### src/mab_pkg.sv
package mab_pkg;

  // Timing base
  localparam int CLK_MHZ     = 100;
  localparam int SIFS_US     = 16;
  localparam int SIFS_CYC    = SIFS_US * CLK_MHZ;
  localparam int SLOT_US_DEF = 9;
  localparam int AIFS_SLOTS  = 2;

  // Widths
  localparam int LEN_W   = 12;
  localparam int CW_W    = 10;
  localparam int TMR_W   = 16;
  localparam int LFSR_W  = 16;

  // Threshold limits and defaults
  localparam logic [LEN_W-1:0] RTS_MIN     = 12'h014;
  localparam logic [LEN_W-1:0] RTS_MAX     = 12'hFFC;
  localparam logic [LEN_W-1:0] RTS_DEF_BIG = 12'hFFC;
  localparam logic [LEN_W-1:0] RTS_DEF_SML = 12'h898;
  localparam logic [LEN_W-1:0] FRAME_MAX   = 12'hFFC;

  // Contention window ladder
  localparam logic [CW_W-1:0] CW_ZERO    = 10'h000;
  localparam logic [CW_W-1:0] CW_FLOOR   = 10'h007;
  localparam logic [CW_W-1:0] CW_MIN_DEF = 10'h00F;
  localparam logic [CW_W-1:0] CW_MAX_DEF = 10'h3FF;

  // Random source, nonzero seed required
  localparam logic [LFSR_W-1:0] LFSR_SEED = 16'hACE1;
  localparam logic [LFSR_W-1:0] LFSR_TAPS = 16'hB400;

  typedef enum logic [2:0] {
    ST_IDLE    = 3'b000,
    ST_IFS     = 3'b001,
    ST_BACKOFF = 3'b010,
    ST_WAIT    = 3'b011
  } mab_state_t;

  typedef struct packed {
    logic             valid;
    logic             urgent;
    logic [LEN_W-1:0] len;
  } mab_req_t;

  typedef struct packed {
    logic [LEN_W-1:0] rts_thr;
    logic [CW_W-1:0]  cw_min;
    logic [CW_W-1:0]  cw_max;
  } mab_cfg_t;

  // Snap any value onto the ladder: fill ones below the top bit, floor at 7 (a zero stays zero when allow_zero is set)
  function automatic logic [CW_W-1:0] cw_legal(input logic [CW_W-1:0] v,
                                                input logic allow_zero);
    logic [CW_W-1:0] r;
    r = v;
    for (int i = 0; i < CW_W; i++) begin
      r = r | (r >> 1);
    end
    if (r < CW_FLOOR) begin
      r = CW_FLOOR;
    end
    if (allow_zero && (v == CW_ZERO)) begin
      r = CW_ZERO;
    end
    return r;
  endfunction

endpackage

### src/mab_lfsr.sv
module mab_lfsr
  import mab_pkg::*;
#(
  parameter int W = LFSR_W
) (
  input  wire logic         sys_clk,
  input  wire logic         rst_n,
  output logic [W-1:0]      rnd
);

  typedef struct packed {
    logic [W-1:0] q;
  } mab_lfsr_st_t;

  mab_lfsr_st_t s_r;
  mab_lfsr_st_t s_nxt;

  // Galois shift, free running so draws depend on arrival time
  always_comb begin
    s_nxt   = s_r;
    s_nxt.q = (s_r.q >> 1) ^ (s_r.q[0] ? W'(LFSR_TAPS) : '0);
  end

  always_ff @(posedge sys_clk or negedge rst_n) begin
    if (!rst_n) begin
      s_r.q <= W'(LFSR_SEED);
    end else begin
      s_r <= s_nxt;
    end
  end

  assign rnd = s_r.q;

endmodule // mab_lfsr

### src/mab_cw_ladder.sv
module mab_cw_ladder
  import mab_pkg::*;
(
  input  wire logic [CW_W-1:0] cur,
  input  wire logic [CW_W-1:0] cap,
  output logic [CW_W-1:0]      nxt
);

  logic [CW_W-1:0] grow;

  // Next rung is 2C+1; a zero window climbs to the first rung
  always_comb begin
    grow = (cur < CW_FLOOR) ? CW_FLOOR : CW_W'({cur, 1'b1});
    nxt  = (grow > cap) ? cap : grow;
  end

endmodule // mab_cw_ladder

### src/mab_medium_access.sv
module mab_medium_access
  import mab_pkg::*;
#(
  parameter int               SLOT_CYC = SLOT_US_DEF * CLK_MHZ,
  parameter logic [LEN_W-1:0] RTS_DEF  = RTS_DEF_BIG,
  parameter logic [LEN_W-1:0] MAX_LEN  = FRAME_MAX
) (
  input  wire logic            sys_clk,
  input  wire logic            rst_n,
  input  wire logic            cfg_load,
  input  wire mab_cfg_t        cfg,
  input  wire mab_req_t        tx_req,
  output logic                 tx_req_ready,
  input  wire logic            carrier_busy,
  input  wire logic            tx_done,
  input  wire logic            tx_collision,
  output logic                 tx_start,
  output logic                 tx_use_rts,
  output logic [CW_W-1:0]      cw_bound,
  output mab_state_t           access_state
);

  localparam int DIFS_CYC = SIFS_CYC + AIFS_SLOTS * SLOT_CYC;
  localparam logic [TMR_W-1:0] SIFS_LAST = TMR_W'(SIFS_CYC - 1);
  localparam logic [TMR_W-1:0] DIFS_LAST = TMR_W'(DIFS_CYC - 1);
  localparam logic [TMR_W-1:0] SLOT_LAST = TMR_W'(SLOT_CYC - 1);
  localparam logic [TMR_W-1:0] RUN_SAT   = '1;

  typedef struct packed {
    mab_state_t       state;
    logic             cs_meta;
    logic             cs_busy;
    logic [TMR_W-1:0] cnt;
    logic [CW_W-1:0]  slots;
    logic [CW_W-1:0]  cw;
    logic [LEN_W-1:0] thr;
    logic [CW_W-1:0]  cwmin;
    logic [CW_W-1:0]  cwmax;
    logic             urgent;
    logic             rts;
    logic             draw;
    logic             start;
    logic [TMR_W-1:0] idle_run;
  } mab_st_t;

  mab_st_t         s_r;
  mab_st_t         s_nxt;
  logic [LFSR_W-1:0] rnd;
  logic [CW_W-1:0] cw_up;
  logic [CW_W-1:0] pick;
  logic [TMR_W-1:0] ifs_last;
  logic            busy;
  logic            ifs_done;

  mab_lfsr #(
    .W (LFSR_W)
  ) i_mab_lfsr (
    .sys_clk (sys_clk),
    .rst_n   (rst_n),
    .rnd     (rnd)
  );

  mab_cw_ladder i_mab_cw_ladder (
    .cur (s_r.cw),
    .cap (s_r.cwmax),
    .nxt (cw_up)
  );

  // Only the second sync stage is looked at
  assign busy     = s_r.cs_busy;
  assign ifs_last = s_r.urgent ? SIFS_LAST : DIFS_LAST;
  assign ifs_done = (s_r.state == ST_IFS) && !busy && (s_r.cnt == ifs_last);
  assign pick     = rnd[CW_W-1:0] & s_r.cw;

  // Next-state logic for the whole access engine
  always_comb begin
    s_nxt          = s_r;
    s_nxt.cs_meta  = carrier_busy;
    s_nxt.cs_busy  = s_r.cs_meta;
    s_nxt.start    = 1'b0;
    s_nxt.idle_run = busy ? '0 : ((s_r.idle_run == RUN_SAT) ? RUN_SAT : s_r.idle_run + 1'b1);

    // Config sanitised on entry so illegal values never reach the engine
    if (cfg_load) begin
      if (cfg.rts_thr < RTS_MIN) begin
        s_nxt.thr = RTS_MIN;
      end else if (cfg.rts_thr > RTS_MAX) begin
        s_nxt.thr = RTS_MAX;
      end else begin
        s_nxt.thr = cfg.rts_thr;
      end
      s_nxt.cwmin = cw_legal(cfg.cw_min, 1'b1);
      s_nxt.cwmax = cw_legal(cfg.cw_max, 1'b0);
    end

    case (s_r.state)
      ST_IDLE: begin
        if (tx_req.valid) begin
          s_nxt.urgent = tx_req.urgent;
          // RTS only for big data frames and only if the threshold is reachable
          s_nxt.rts    = !tx_req.urgent && (s_r.thr <= MAX_LEN)
                         && (tx_req.len >= s_r.thr);
          s_nxt.cnt    = '0;
          s_nxt.draw   = 1'b1;
          s_nxt.state  = ST_IFS;
        end
      end
      ST_IFS: begin
        if (busy) begin
          // Spacing restarts once the medium frees again
          s_nxt.cnt = '0;
        end else if (s_r.cnt == ifs_last) begin
          s_nxt.cnt = '0;
          if (s_r.urgent || (s_r.cwmin == CW_ZERO)) begin
            s_nxt.start = 1'b1;
            s_nxt.state = ST_WAIT;
          end else if (s_r.draw) begin
            s_nxt.draw  = 1'b0;
            s_nxt.slots = pick;
            if (pick == CW_ZERO) begin
              s_nxt.start = 1'b1;
              s_nxt.state = ST_WAIT;
            end else begin
              s_nxt.state = ST_BACKOFF;
            end
          end else if (s_r.slots == CW_ZERO) begin
            s_nxt.start = 1'b1;
            s_nxt.state = ST_WAIT;
          end else begin
            s_nxt.state = ST_BACKOFF;
          end
        end else begin
          s_nxt.cnt = s_r.cnt + 1'b1;
        end
      end
      ST_BACKOFF: begin
        if (busy) begin
          // Freeze the remaining slots; resume after a fresh DIFS
          s_nxt.cnt   = '0;
          s_nxt.state = ST_IFS;
        end else if (s_r.cnt == SLOT_LAST) begin
          s_nxt.cnt   = '0;
          s_nxt.slots = s_r.slots - 1'b1;
          if (s_r.slots == CW_W'(1)) begin
            s_nxt.start = 1'b1;
            s_nxt.state = ST_WAIT;
          end
        end else begin
          s_nxt.cnt = s_r.cnt + 1'b1;
        end
      end
      ST_WAIT: begin
        if (tx_done) begin
          s_nxt.cw    = s_r.cwmin;
          s_nxt.state = ST_IDLE;
        end else if (tx_collision) begin
          s_nxt.cw    = cw_up;
          s_nxt.draw  = 1'b1;
          s_nxt.cnt   = '0;
          s_nxt.state = ST_IFS;
        end
      end
      default: begin
        s_nxt.state = ST_IDLE;
      end
    endcase
  end

  // State register; reset holds the documented defaults
  always_ff @(posedge sys_clk or negedge rst_n) begin
    if (!rst_n) begin
      s_r.state    <= ST_IDLE;
      s_r.cs_meta  <= 1'b1;
      s_r.cs_busy  <= 1'b1;
      s_r.cnt      <= '0;
      s_r.slots    <= CW_ZERO;
      s_r.cw       <= CW_MIN_DEF;
      s_r.thr      <= RTS_DEF;
      s_r.cwmin    <= CW_MIN_DEF;
      s_r.cwmax    <= CW_MAX_DEF;
      s_r.urgent   <= 1'b0;
      s_r.rts      <= 1'b0;
      s_r.draw     <= 1'b0;
      s_r.start    <= 1'b0;
      s_r.idle_run <= '0;
    end else begin
      s_r <= s_nxt;
    end
  end

  // Outputs straight from state
  assign tx_req_ready = (s_r.state == ST_IDLE);
  assign tx_start     = s_r.start;
  assign tx_use_rts   = s_r.rts;
  assign cw_bound     = s_r.cw;
  assign access_state = s_r.state;

  // Checks
  property p_rts_short;
    @(posedge sys_clk) disable iff (!rst_n)
    (s_r.state == ST_IDLE && tx_req.valid && tx_req.len < s_r.thr) |=> !tx_use_rts;
  endproperty
  a_rts_short: assert property (p_rts_short) else $error("short frame got RTS");

  property p_rts_long;
    @(posedge sys_clk) disable iff (!rst_n)
    (s_r.state == ST_IDLE && tx_req.valid && !tx_req.urgent && tx_req.len >= s_r.thr
     && s_r.thr <= MAX_LEN) |=> tx_use_rts;
  endproperty
  a_rts_long: assert property (p_rts_long) else $error("long frame missed RTS");

  property p_thr_range;
    @(posedge sys_clk) disable iff (!rst_n)
    cfg_load |=> (s_r.thr >= RTS_MIN && s_r.thr <= RTS_MAX);
  endproperty
  a_thr_range: assert property (p_thr_range) else $error("threshold out of range");

  property p_no_rts_high;
    @(posedge sys_clk) disable iff (!rst_n)
    (tx_start && s_r.thr > MAX_LEN) |-> !tx_use_rts;
  endproperty
  a_no_rts_high: assert property (p_no_rts_high) else $error("RTS above frame max");

  property p_sifs_gap;
    @(posedge sys_clk) disable iff (!rst_n)
    (tx_start && s_r.urgent) |-> (s_r.idle_run >= TMR_W'(SIFS_CYC));
  endproperty
  a_sifs_gap: assert property (p_sifs_gap) else $error("urgent start before SIFS");

  property p_difs_gap;
    @(posedge sys_clk) disable iff (!rst_n)
    (tx_start && !s_r.urgent) |-> (s_r.idle_run >= TMR_W'(DIFS_CYC));
  endproperty
  a_difs_gap: assert property (p_difs_gap) else $error("start before DIFS");

  property p_busy_freeze;
    @(posedge sys_clk) disable iff (!rst_n)
    (s_r.state == ST_BACKOFF && busy) |=> (s_r.state == ST_IFS && $stable(s_r.slots));
  endproperty
  a_busy_freeze: assert property (p_busy_freeze) else $error("backoff ran while busy");

  // Any busy cycle inside the spacing throws away the idle time counted so far
  property p_ifs_restart;
    @(posedge sys_clk) disable iff (!rst_n)
    (s_r.state == ST_IFS && busy) |=> (s_r.state == ST_IFS && s_r.cnt == '0);
  endproperty
  a_ifs_restart: assert property (p_ifs_restart) else $error("spacing ran while busy");

  property p_draw_bound;
    @(posedge sys_clk) disable iff (!rst_n)
    (s_r.state == ST_BACKOFF) |-> (s_r.slots <= s_r.cw && s_r.slots != CW_ZERO);
  endproperty
  a_draw_bound: assert property (p_draw_bound) else $error("slot count above window");

  property p_ladder;
    @(posedge sys_clk) disable iff (!rst_n)
    (s_r.state == ST_WAIT && !tx_done && tx_collision && s_r.cw >= CW_FLOOR
     && {s_r.cw, 1'b1} <= {1'b0, s_r.cwmax})
    |=> (s_r.cw == CW_W'({$past(s_r.cw), 1'b1}));
  endproperty
  a_ladder: assert property (p_ladder) else $error("window did not climb");

  property p_cwmin_legal;
    @(posedge sys_clk) disable iff (!rst_n)
    ((s_r.cwmin & (s_r.cwmin + 1'b1)) == CW_ZERO)
    && (s_r.cwmin == CW_ZERO || s_r.cwmin >= CW_FLOOR);
  endproperty
  a_cwmin_legal: assert property (p_cwmin_legal) else $error("illegal minimum window");

  property p_no_backoff;
    @(posedge sys_clk) disable iff (!rst_n)
    (ifs_done && s_r.cwmin == CW_ZERO) |=> (tx_start && s_r.state == ST_WAIT);
  endproperty
  a_no_backoff: assert property (p_no_backoff) else $error("zero window still backed off");

  property p_cwmax_legal;
    @(posedge sys_clk) disable iff (!rst_n)
    (s_r.cwmax >= CW_FLOOR) && ((s_r.cwmax & (s_r.cwmax + 1'b1)) == CW_ZERO);
  endproperty
  a_cwmax_legal: assert property (p_cwmax_legal) else $error("illegal maximum window");

  // A load in the same cycle may lower the cap, so that case is left out
  property p_cw_sat;
    @(posedge sys_clk) disable iff (!rst_n)
    (s_r.state == ST_WAIT && !tx_done && tx_collision && !cfg_load)
    |=> (s_r.cw <= s_r.cwmax);
  endproperty
  a_cw_sat: assert property (p_cw_sat) else $error("window above maximum");

  property p_success_reset;
    @(posedge sys_clk) disable iff (!rst_n)
    (s_r.state == ST_WAIT && tx_done && !cfg_load) |=> (s_r.cw == s_r.cwmin);
  endproperty
  a_success_reset: assert property (p_success_reset) else $error("window not reset");

endmodule // mab_medium_access

### config.mk
export PLATFORM = sky130hd
export DESIGN_NAME = mab_medium_access
export DESIGN_NICKNAME = d
export VERILOG_FILES = /design/src/mab_pkg.sv /design/src/mab_lfsr.sv /design/src/mab_cw_ladder.sv /design/src/mab_medium_access.sv
export SDC_FILE = /design/constraint.sdc
export NUM_CORES = 1
export LEC_CHECK = 0
export ABC_CLOCK_PERIOD_IN_PS = 3700
export BUFFER_PORTS_ARGS = -buffer_cell sky130_fd_sc_hd__buf_2
export CORE_MARGIN = 1.5
export CORE_UTILIZATION = 58
export DETAILED_ROUTE_END_ITERATION = 12
export PLACE_DENSITY_LB_ADDON = 0.15
export SETUP_SLACK_MARGIN = 0.15
export SLEW_MARGIN = 30
export SYNTH_ARGS = -nofsm -noshare
export SYNTH_HDL_FRONTEND = slang
export SYNTH_SLANG_ARGS = --single-unit
### constraint.sdc
create_clock -name sys_clk -period 3.7 [get_ports sys_clk]
set_clock_uncertainty 0.2 [all_clocks]
set_input_delay 0 -clock sys_clk [delete_from_list [all_inputs] [get_ports sys_clk]]
set_output_delay 0 -clock sys_clk [all_outputs]
set_load 0.05 [all_outputs]
==> results of run 1 <==
-- what timing repair did --
action,CTS,global route
hold buffers,57,0
resized for setup,1,1
setup endpoints to repair,8,2
hold endpoints to repair,90,0
-- critical path, cell delays in order (launching register included) --
cell,delay (ns)
sky130_fd_sc_hd__dfrtp_1,0.38
sky130_fd_sc_hd__or4_1,0.52
sky130_fd_sc_hd__nor4_1,0.28
sky130_fd_sc_hd__a21boi_0,0.21
sky130_fd_sc_hd__ha_1,0.35
sky130_fd_sc_hd__a21oi_1,0.15
sky130_fd_sc_hd__o221ai_1,0.13
sky130_fd_sc_hd__a21oi_1,0.37
sky130_fd_sc_hd__nor2_4,0.15
sky130_fd_sc_hd__a221oi_1,0.34
sky130_fd_sc_hd__a21oi_1,0.11
-- worst paths after layout --
| path | startpoint | end | slack, ns | depth (start not counted) |
|---|---|---|---|---|
| setup / recovery | cw_bound[6] | cw_bound[1] | 0.43 | 10 |
| hold / removal | rst_n | s_r[71] | 0.07 | 2 |
| setup reg to reg | cw_bound[6] | cw_bound[1] | 0.43 | 10 |
| hold reg to reg | s_nxt[88] | busy | 0.16 | 0 |
| max in group asynchronous | rst_n | s_r[33] | 2.30 | 3 |
| min in group sys_clk | carrier_busy | s_nxt[88] | 0.07 | 2 |
-- cell families (layout without fill, tap and decap cells) --
group / count (synthesis) / in the layout / synth area share (%)
AOI/OAI and AO/OA: 142 / 142 / 17.6
xor gates and xnor gates: 13 / 13 / 2.22
adders and majority gates: 28 / 28 / 6.83
buffers and inverters: 71 / 182 / 6.29
DFF: 92 / 92 / 45.8
muxes: 12 / 12 / 2.44
other: 1 / 1 / 0.0731
and+or+nand+nor: 184 / 184 / 18.7
-- area by class of cell --
type / instances / area share, %
multi-input combinational: 380 / 39.7
clock inverter: 6 / 0.685
tap: 108 / 2.18
inverter: 39 / 2.36
sequential: 92 / 37.9
timing repair buffer: 127 / 15.1
clock buffer: 10 / 2.06
-- per-stage QoR --
stage / setup WS (ns) / hold WS (ns)
final: 0.425 / 0.0674
after global routing: 0.164 / 0.0704
after CTS: 0.348 / 0.0557
after detailed placement: 0.0996 / -0.0935
after global placement: 0.278 / -0.0923
after floorplan: 0.378 / -0.496
-- layer usage --
metal	part of all wire, %	vias to the layer above	GRT usage (%)
met5	0	-	0
met4	1.8	0	9.36
met3	4.7	22	3.17
met2	50	158	49.7
met1	43	2201	36.5
li1	-	2166	-
-- power breakdown --
group	internal, mW	switching [mW]	total [mW]	leakage, nW
clock network	0.243	0.358	0.600	0.0705
registers	1.05	0.0218	1.07	1.11
logic	0.104	0.113	0.217	1.64
total	1.39	0.493	1.89	2.82
-- Yosys cell counts, drive strengths merged (5+ instances only) --
master  instances  share of area (%)
nand3          21                2.0
nor3           12                1.2
nor2           44                3.2
inv            39                2.9
ha             28                6.8
nor2b           6               0.73
nand2b         10                1.2
a21o            7                1.0
nand2          38                2.8
dfrtp          54                 26
a221oi          6                1.0
mux2i           8                1.6
and3            5               0.61
dfstp          38                 19
nor4           11                1.6
nand4          10                1.2
o21ai          43                4.2
clkbuf         18                1.3
a21oi          31                3.1
buf            14                2.1
xor2           10                1.7
and2            5               0.66
o22ai          17                2.1
-- flip-flops by register name (all words and copies together) (netlist names) --
register / flops
tx_start: 1
cw_bound: 10
access_state: 2
busy: 1
s_nxt: 1
s_r: 60
tx_use_rts: 1
i_mab_lfsr.rnd: 16
==> impl_summary.md, run 1 <==
Clock tree
The deepest level of the CTS H-tree is 3. Post-CTS timing repair inserted 0 buffers for setup. The number of clock buffers added by TritonCTS is 9. The cell at the root of the clock tree is sky130_fd_sc_hd__clkbuf_8.

The clock net sink count is 92. The clock network latency to the later pin of the worst-skew pair is 0.36 ns. The clock slew at the register clock pins of the worst setup and hold paths is 0.10 ns. No sink is reached through more buffers than the 2 on the longest clock path. The TritonCTS clock tree is yes.

Synthesis
The synthesized design contains 92 register bits. The average instance in the mapped netlist occupies 9.45 µm². In this run, distinct cell masters in the synthesized netlist total 62. The sequential element share of the synthesized area is 45.8%.

Summing every instance area after synthesis gives 5130 µm². In this run, synthesis inferred 0 flip-flops with an integrated enable. In the synthesized netlist, the number of instances is approximately 540. The net count after synthesis is 623. The async set-or-reset flop fraction in the synthesized netlist is 100%. The most frequently used flop master after synthesis is sky130_fd_sc_hd__dfrtp_1.

The Yosys step of the flow raised 0 warnings.

Cells and area
The library cell used most frequently in the layout, excluding fill and tap cells, is sky130_fd_sc_hd__buf_2. 0 antenna diodes ended up in the layout. The layout overhead on the synthesized area is 20.9%. The register cell area after layout is 2350 µm². Counting the fill cells in the layout gives 627. The finished cells cover 6210 µm². The post-route netlist has 21.3% of its cells at a drive strength greater than 1. In the final layout, the multi-input gates occupy 2470 µm². The net count reported at finish is 729. Once layout is complete, the cells apart from fillers number 762. The end-of-flow core utilization is 71.9%.

Leaving out fill and tap cells, the most frequent cells in the layout are sky130_fd_sc_hd__buf_2 (63), sky130_fd_sc_hd__dlygate4sd3_1 (57), sky130_fd_sc_hd__dfrtp_1 (54), sky130_fd_sc_hd__nor2_1 (43), sky130_fd_sc_hd__o21ai_0 (43).

Global route
The first-pass GRT wire length is 21,600 µm. The total overflow reported by the global router is 0. The initial antenna violation count is 0.

For this run, the total global-route usage over all layers was measured as 28.3%. Entering global routing, the biggest net connects 69 pins. The via count of the first global-routing pass is around 4,600.

Worst setup path
The nature of the critical path startpoint is a flop. STA classifies the critical path endpoint as a flop. The critical path is of the reg -> reg type. The highest net fanout along the worst path is 9. Data arrives at the worst endpoint at 3.36 ns. The data required time at the worst endpoint is 3.78 ns.

Drt
The remaining routing DRC violations is 0. In the final routed layout, each cell accounts on average for around 17 µm. The detailed router's first-iteration violation count is 224.

The first-pass iteration count of the detailed router is 7. After detailed routing, the total wire length is 13,000 µm. The via count of the routed design is 4,547. The average via count per standard cell is roughly 6.0. Once detail routing completed, the nets flagged for antenna violations numbered 0.

STA
The worst pin sits at a relative slew slack of around 45%. The number of slew-limit violations in the final report is 0. The final period utilization is 88.5%. Derived from the worst setup path, the maximum achievable clock frequency is 305 MHz. At the pin with the least slew margin, the transition time is between 0.8 and 0.9 ns. The number of failing hold endpoints at the final stage is 0. Subtracting the final worst setup slack from the clock period gives 3.27 ns.

The final setup TNS is 0 ns. Setup violations remaining at the end of the flow were counted as 0. Setup repair after global routing left no endpoint under its margin.

Placed design
The number of buffers inserted by port buffering is 64. In this run, placement finished with an instance count of a little under 700. The wire-length estimate of the detail-placed layout is between 8000 and 9000 µm. The total placed instance area is 5460 µm².

Routability-driven placement finished with a final weighted congestion of 0.973.

Worst hold path
The min-delay analysis places its worst path in the category in -> async.

Die
The floorplan has 34 rows. Measured along the x axis, the die boundary spans just under 100 µm. The die area is 9420 µm². The starting utilization of the core area is roughly three fifths.

The count of boundary I/O pins is 68. After floorplanning, the core was sized to cover 8640 µm². The floorplan step set the die height to 97.1 µm.

Job
Across the run, the number of max-cap violations was 0.

Power
The leakage dissipation is 2.82 nW. VDD sags by at most 0.000235 V. The final total power is 1.89 mW. In this run the power density over the cells is 304 nW/µm².

Run status
The flow ran to the end, and the final reports show no timing, DRC or antenna violations.
Power figures use the tool's default switching activity.
==> run 2: changes to the inputs <==
--- a/config.mk
+++ b/config.mk
@@ -10,6 +10,7 @@
 export CORE_MARGIN = 1.5
 export CORE_UTILIZATION = 58
 export DETAILED_ROUTE_END_ITERATION = 12
+export MAX_ROUTING_LAYER = met4
 export PLACE_DENSITY_LB_ADDON = 0.15
 export SETUP_SLACK_MARGIN = 0.15
 export SLEW_MARGIN = 30
==> impl_summary.md, run 2 (synthesis results as in run 1) <==
Power
In this run, the clock network consumes between 30% and 40% of the power. In this run the power spent charging and discharging nets is 480 µW. The combinational share of power is between 10 and 15%. Dividing total power by cell area gives a power density of 317 nW/µm². The sequential fraction of design power is 54.6%. Net switching is roughly a quarter of the power. Cell internal power was estimated by the tool at between 1 and 1.5 mW. In this run the static leakage power is 2.83 nW. VDD sags by at most 0.000214 V.

STA
Derived from the worst setup path, the maximum achievable clock frequency is 304 MHz. The number of slew-limit violations in the final report was 0. The smallest clock period supported by the final layout is computed as 3.29 ns.

For the pin with the worst max-slew slack, the measured transition is approximately 0.84 ns. The final setup TNS is 0 ns. Setup repair after global routing left no endpoint under its margin. The number of failing hold endpoints at the final stage came to 0. The relative slew slack is between 40% and 50%. Dividing the final minimum period by the clock period gives 88.9%. Setup violations remaining at the end of the flow were counted as 0.

Worst setup path
For flop-to-flop paths, the worst setup slack is ~0.44 ns. The critical path in this run is classified as in -> reg. The arrival time reported for the critical path endpoint is 3.34 ns. STA puts the critical path data required time at 3.75 ns. The cell with the most instances on the worst path is sky130_fd_sc_hd__dlygate4sd3_1.

The critical path goes through dlygate4sd3_1, buf_2, nor4_1, dlygate4sd3_1, nand2b_1, or3_1, o41ai_2, dlygate4sd3_1, o21ai_0. The launching point of the worst reg2reg path is cw_bound[6]. STA classifies the critical path startpoint as an input port. The worst register-to-register path has a depth of 10. The end of the worst register-to-register path is cw_bound[2]. Of all nets on the critical path, the largest fanout is 4. The critical-path cell with the highest stage delay is sky130_fd_sc_hd__dlygate4sd3_1. On the worst path, the slowest cell contributes a delay of 0.67 ns. The critical path endpoint category is a flop. The capture point of the worst path is s_r[31]. The most critical setup path has its startpoint at cfg[19].

Cells and area
The net count reported at finish is roughly 720. The non-filler instance count after layout is 756. The leading cell type in the layout, fill and taps excluded is sky130_fd_sc_hd__buf_2. The end-of-flow core utilization is between 70% and 80%. The share of post-route cells with drive strength above 1 is 21.5%. From synthesis to final layout, the design area changed by 20.4%. The register with the most flip-flops in the layout has 60 of them.

Ranked by flip-flop count, first place goes to s_r. The number of antenna diodes in the final layout is 0. In the layout the commonest cells are sky130_fd_sc_hd__buf_2 (63), sky130_fd_sc_hd__dfrtp_1 (54), sky130_fd_sc_hd__dlygate4sd3_1 (51), sky130_fd_sc_hd__nor2_1 (43), sky130_fd_sc_hd__o21ai_0 (43).

Drt
The first TritonRoute pass finished after 5 iterations. Using the TritonRoute via totals, the vias-per-cell ratio works out to 5.95. The remaining routing DRC violations is 0. In the final routing, the length of wire on met1 measures 5690 µm. The detailed router's first-iteration violation count is 218. The via count of the routed design is between 4,000 and 5,000. The final routed wirelength across all metal layers is between 10,000 and 15,000 µm.

The top routing layer in use is met4. After detailed routing, the met2 layer carries 6520 µm of wire. The wire length per cell is 17.3 µm. The remaining antenna violation count is 0. The routed wire length on met3 is between 600 and 700 µm.

Die
The die area is between 9000 and 10,000 µm². The floorplan core area is 8640 µm². The horizontal die dimension is 97.1 µm.

The die height is 97.1 µm. After floorplanning, the core was divided into 34 placement rows. In this run the count of I/O pins placed on the die edge is 68.

The starting utilization of the core area is 59.4%.

Clock tree
TritonCTS built the clock tree. The clock network latency to the later pin of the worst-skew pair is 0.35 ns. The cell at the root of the clock tree is sky130_fd_sc_hd__clkbuf_8. The post-CTS setup-driven buffer insertion count is 0.

The deepest level of the CTS H-tree is 3. The clock net sink count is 92. No sink is reached through more buffers than the 2 on the longest clock path. The number of buffers created by CTS is 9. After clock tree synthesis, the clock-pin slew on the worst setup and hold paths is 0.09 ns.

Global route
Global routing finished with a remaining overflow of 0. Entering global routing, the biggest net connects 67 pins. The global-route usage over all layers is 29.1%. The initial antenna violation count is 0. The via count of the first global-routing pass is 4,409. The first global-routing pass estimated 21,600 µm of wire.

Worst hold path
The min-delay analysis places its worst path in the category in -> reg.

Placed design
The number of buffers inserted by port buffering is 64. Detailed placement finished with a half-perimeter wire length of 8710 µm. The number of instances in the placed design is 689. The routability congestion estimate is 0.956.

Job
The number of maximum-capacitance constraint violations is 0.

Run status
The run finished with clean final reports.
run 2: metrics by stage:
step / power (mW) / hold slack, ns / area, µm² / setup WS (ns)
floorplan: 1.17 / -0.496 / 5130 / 0.378
global placement: 1.24 / -0.0935 / 5460 / 0.279
detailed placement: 1.25 / -0.0932 / 5460 / 0.186
CTS: 1.96 / 0.00537 / 6160 / 0.378
global route: 2.03 / 0.0731 / 6180 / 0.234
finish: 1.96 / 0.0197 / 6180 / 0.411
run 2: worst min-delay path by stage:
stage / start / to / slack, ns / cells after the start
after floorplan: rst_n / access_state[0] / -0.50 / 0
after global placement: carrier_busy / s_nxt[88] / -0.09 / 1
after detailed placement: carrier_busy / s_nxt[88] / -0.09 / 1
after CTS: cfg_load / s_r[51] / 0.005 / 3
after global routing: cfg_load / s_r[49] / 0.07 / 3
final: cfg_load / s_r[25] / 0.02 / 3
run 2: worst max-delay path: cells and delay by family:
family          cells  cell delay (ns)
compound gates      2             0.40
simple gates        3             0.90
buf+inv             4             2.03
run 2: power groups by stage:
stage | combinational (mW) | sequential [mW] | clock, mW
after floorplan | 0.0907 | 1.08 | 0
after global placement | 0.159 | 1.09 | 0
after detailed placement | 0.166 | 1.09 | 0
after CTS | 0.206 | 1.07 | 0.684
after global routing | 0.240 | 1.07 | 0.719
final | 0.211 | 1.07 | 0.676
run 2: routing by layer:
metal,vias up,GRT usage (%)
met5,-,-
li1,2160,-
met4,0,9.81
met1,2160,37.8
met2,153,48.0
met3,25,3.09
run 2: repair_timing:
item                       4_1_cts  5_1_grt
hold buffers                    51        0
resized for setup                1        2
setup endpoints to repair        1        5
hold endpoints to repair        90        0
gates cloned                     0        0
run 2: final cells by class:
cell class	count	area (µm²)
repair buffers	121	878
flip-flops and latches	92	2350
clock inverters	5	52.6
fillers	648	2460
inverters	39	146
well taps	108	135
clock buffers	11	141
multi-input cells	380	2470
==> run 3: changes to the inputs <==
--- a/config.mk
+++ b/config.mk
@@ -6,9 +6,9 @@
 export NUM_CORES = 1
 export LEC_CHECK = 0
 export ABC_CLOCK_PERIOD_IN_PS = 3700
-export BUFFER_PORTS_ARGS = -buffer_cell sky130_fd_sc_hd__buf_2
+export BUFFER_PORTS_ARGS = -buffer_cell sky130_fd_sc_hd__clkbuf_2
 export CORE_MARGIN = 1.5
-export CORE_UTILIZATION = 58
+export CORE_UTILIZATION = 59
 export DETAILED_ROUTE_END_ITERATION = 12
 export MAX_ROUTING_LAYER = met4
 export PLACE_DENSITY_LB_ADDON = 0.15
@@ -16,4 +16,5 @@
 export SLEW_MARGIN = 30
 export SYNTH_ARGS = -nofsm -noshare
 export SYNTH_HDL_FRONTEND = slang
+export SYNTH_HIERARCHICAL = 1
 export SYNTH_SLANG_ARGS = --single-unit
==> impl_summary.md, run 3 <==
STA
The final setup TNS is 0 ns. The number of failing hold endpoints at the final stage came to 0. Across all hold checks on the routed design, the worst slack comes to around 0.0089 ns. The number of slew-limit violations in the final report is 0. The relative slew slack is about 40%. Setup violations remaining at the end of the flow were counted as 0. The highest clock frequency the design can meet is 313 MHz.

Dividing the final minimum period by the clock period gives a little under nine tenths. At the pin with the least slew margin, the transition time is ~0.90 ns. The minimum clock period after layout is 3.19 ns. Setup repair after global routing left no endpoint under its margin.

Cells and area
The multi-input combinational cells in the finished layout cover a total of ~2600 µm². The filler cells instantiated in the layout total 677. In the layout the commonest cells are sky130_fd_sc_hd__clkbuf_2 (62), sky130_fd_sc_hd__nand2_1 (54), sky130_fd_sc_hd__dfrtp_1 (54), sky130_fd_sc_hd__dlygate4sd3_1 (47), sky130_fd_sc_hd__inv_1 (43). Cells fill 72.1% of the core in the end. The final layout contains 724 nets.

Relative to the synthesized area, the layout overhead comes to 18.1%. Leaving out fill and tap cells, the most frequent cell in the layout is sky130_fd_sc_hd__clkbuf_2. Summing all non-filler instances in the final layout gives an area of approximately 6300 µm². In the final layout, the share of cells above drive strength 1 is 24.3%. Ranked by flip-flop count, first place goes to s_r. The number of antenna diodes in the final layout is 0. The register with the most flip-flops in the layout has 60 of them. Summing all flip-flop and latch instances after layout gives 2350 µm².

Drt
The remaining routing DRC violations is 0. After detailed routing, the average wire length per cell comes to 16.7 µm. The routed design has 12,700 µm of wire. For this run, the detailed router's first-pass iteration total came to 5. For this block, the initial DRC count from the detailed router was 180. The final route contains 4,468 vias.

The remaining antenna violation count is 0. The average via count per standard cell is 5.90.

Die
68 I/O pins were placed. For this configuration, the core starts out at a cell density of 61.1%. The floorplan step defined a die boundary enclosing 9660 µm². The die height is 98.3 µm.

The floorplan has 34 rows. The horizontal die dimension is 98.3 µm. The floorplan core area is 8760 µm².

Placed design
Summing all placed instances gives a cell area of roughly 5600 µm². The count of buffers added on input and output ports is 63. The post-detailed-placement half-perimeter wirelength is 8460 µm. The congestion estimate from routability-driven global placement came to 0.910.

Global route
Global routing finished with a remaining overflow of 0. The first-pass GRT wire length is 21,700 µm. Global routing used between 20% and 30% of the available tracks across all layers. The via count of the first global-routing pass is 4,525. The initial antenna violation count is 0.

The maximum number of pins on one net before global-route repair is 63.

Clock tree
In this run the deepest clock path goes through 2 buffers. The clock slew at the register clock pins of the worst setup and hold paths is roughly 0.10 ns. The clock network latency to the later pin of the worst-skew pair is 0.37 ns.

The number of clock buffers added by TritonCTS is 9. TritonCTS built the clock tree. The deepest level of the CTS H-tree is 3. The tree is rooted in a sky130_fd_sc_hd__clkbuf_8. CTS saw 92 sinks. In this run the post-CTS setup repair buffer count came out at 0.

Power
In this run the power density over the cells is 334 nW/µm². Summed over all cells, the static leakage comes to around 3 nW. IR analysis of the VDD net gives a maximum drop of 0.000220 V.

Worst setup path
The kind of critical path is reg -> reg. The worst setup path is captured at a flop. The nature of the critical path startpoint is a flop. In this run the worst path has a maximum fanout of 9. The startpoint identified for the worst register-to-register timing path is cw_bound[6]. The worst register-to-register path has a setup slack of just over 0.5 ns. The critical-path cell with the highest stage delay is sky130_fd_sc_hd__dfrtp_1. Measured in cells, the most critical reg-to-reg path has a length of 12. The critical path starts at cw_bound[6]. The endpoint identified for the worst register-to-register timing path is cw_bound[6]. The data required time at the worst endpoint is 3.73 ns. STA puts the critical path data arrival time at 3.23 ns. On the worst path, the slowest cell contributes a delay of 0.47 ns. The signal on the critical path passes through nor4_1, nand2_1, a21oi_1, nor2b_1, ha_1, a211oi_2, nor2_1, nor4_2, a21oi_4, mux2_4, mux2i_1, o21ai_0.

Job
The number of maximum-capacitance constraint violations is 0.

Worst hold path
The hold path startpoint is tx_done. The hold path depth is 3. The class of the tightest hold or removal check is in -> reg. The path with the worst hold slack has its endpoint at cw_bound[1].

Synthesis
For this run, the number of Yosys warnings is 6. After synthesis, the mean cell area works out to between 9 and 10 µm². Counting every net in the synthesized netlist gives 640. The cell area that synthesis handed to floorplanning was 5350 µm².

Synthesis produced a netlist whose cell count is 560.

Run status
The flow ran to the end, and the final reports show no timing, DRC or antenna violations.
-- run 3: how the worst max path moves through the flow --
| stage | slack, ns | to | depth (start not counted) |
|---|---|---|---|
| after floorplan | 0.83 | cw_bound[5] | 12 |
| after detailed placement | 0.53 | cw_bound[6] | 12 |
| after CTS | 0.51 | cw_bound[6] | 12 |
| after global routing | 0.36 | cw_bound[8] | 12 |
| after global placement | 0.62 | cw_bound[4] | 12 |
| final | 0.51 | cw_bound[6] | 12 |
-- run 3: through the flow --
step	worst slack, ns	power (mW)	instances
floorplan	0.826	1.16	560
global placement	0.623	1.23	694
detailed placement	0.531	1.24	694
CTS	0.506	2.12	757
global route	0.358	2.20	757
finish	0.506	2.11	757
-- run 3: layer usage --
| metal | track usage, % | wire, µm | up-vias |
|---|---|---|---|
| li1 | - | - | 2141 |
| met1 | 36.2 | 5530 | 2186 |
| met2 | 48.9 | 6400 | 123 |
| met3 | 3.58 | 519 | 18 |
| met4 | 9.10 | 201 | 0 |
| met5 | - | 0 | - |
-- run 3: worst max-delay path: cells and delay by family, from the launching register on --
family,cells,cell delay (ns)
AO/OA/AOI/OAI,4,0.59
adder cells (fa/ha/maj),1,0.31
flip-flops,1,0.47
multiplexers,2,0.46
AND/OR/NAND/NOR,5,1.03
-- run 3: report_power, final --
| part | switching (mW) | internal (mW) | total, mW |
|---|---|---|---|
| logic | 0.101 | 0.0929 | 0.194 |
| registers | 0.0209 | 1.04 | 1.06 |
| clock network | 0.389 | 0.461 | 0.850 |
| total | 0.511 | 1.60 | 2.11 |
-- run 3: timing repair --
item | in CTS | in global routing
hold buffers | 47 | 0
resized for setup | 0 | 0
endpoints found under the hold margin | 105 | 0
-- run 3: area by class of cell --
| cell class | count | area share [%] |
|---|---|---|
| multi-input combinational | 384 | 41.2 |
| clock buffer | 9 | 1.96 |
| inverter | 43 | 2.55 |
| tap | 108 | 2.14 |
| timing repair buffer | 114 | 12.9 |
| sequential | 92 | 37.2 |
| clock inverter | 7 | 2.02 |
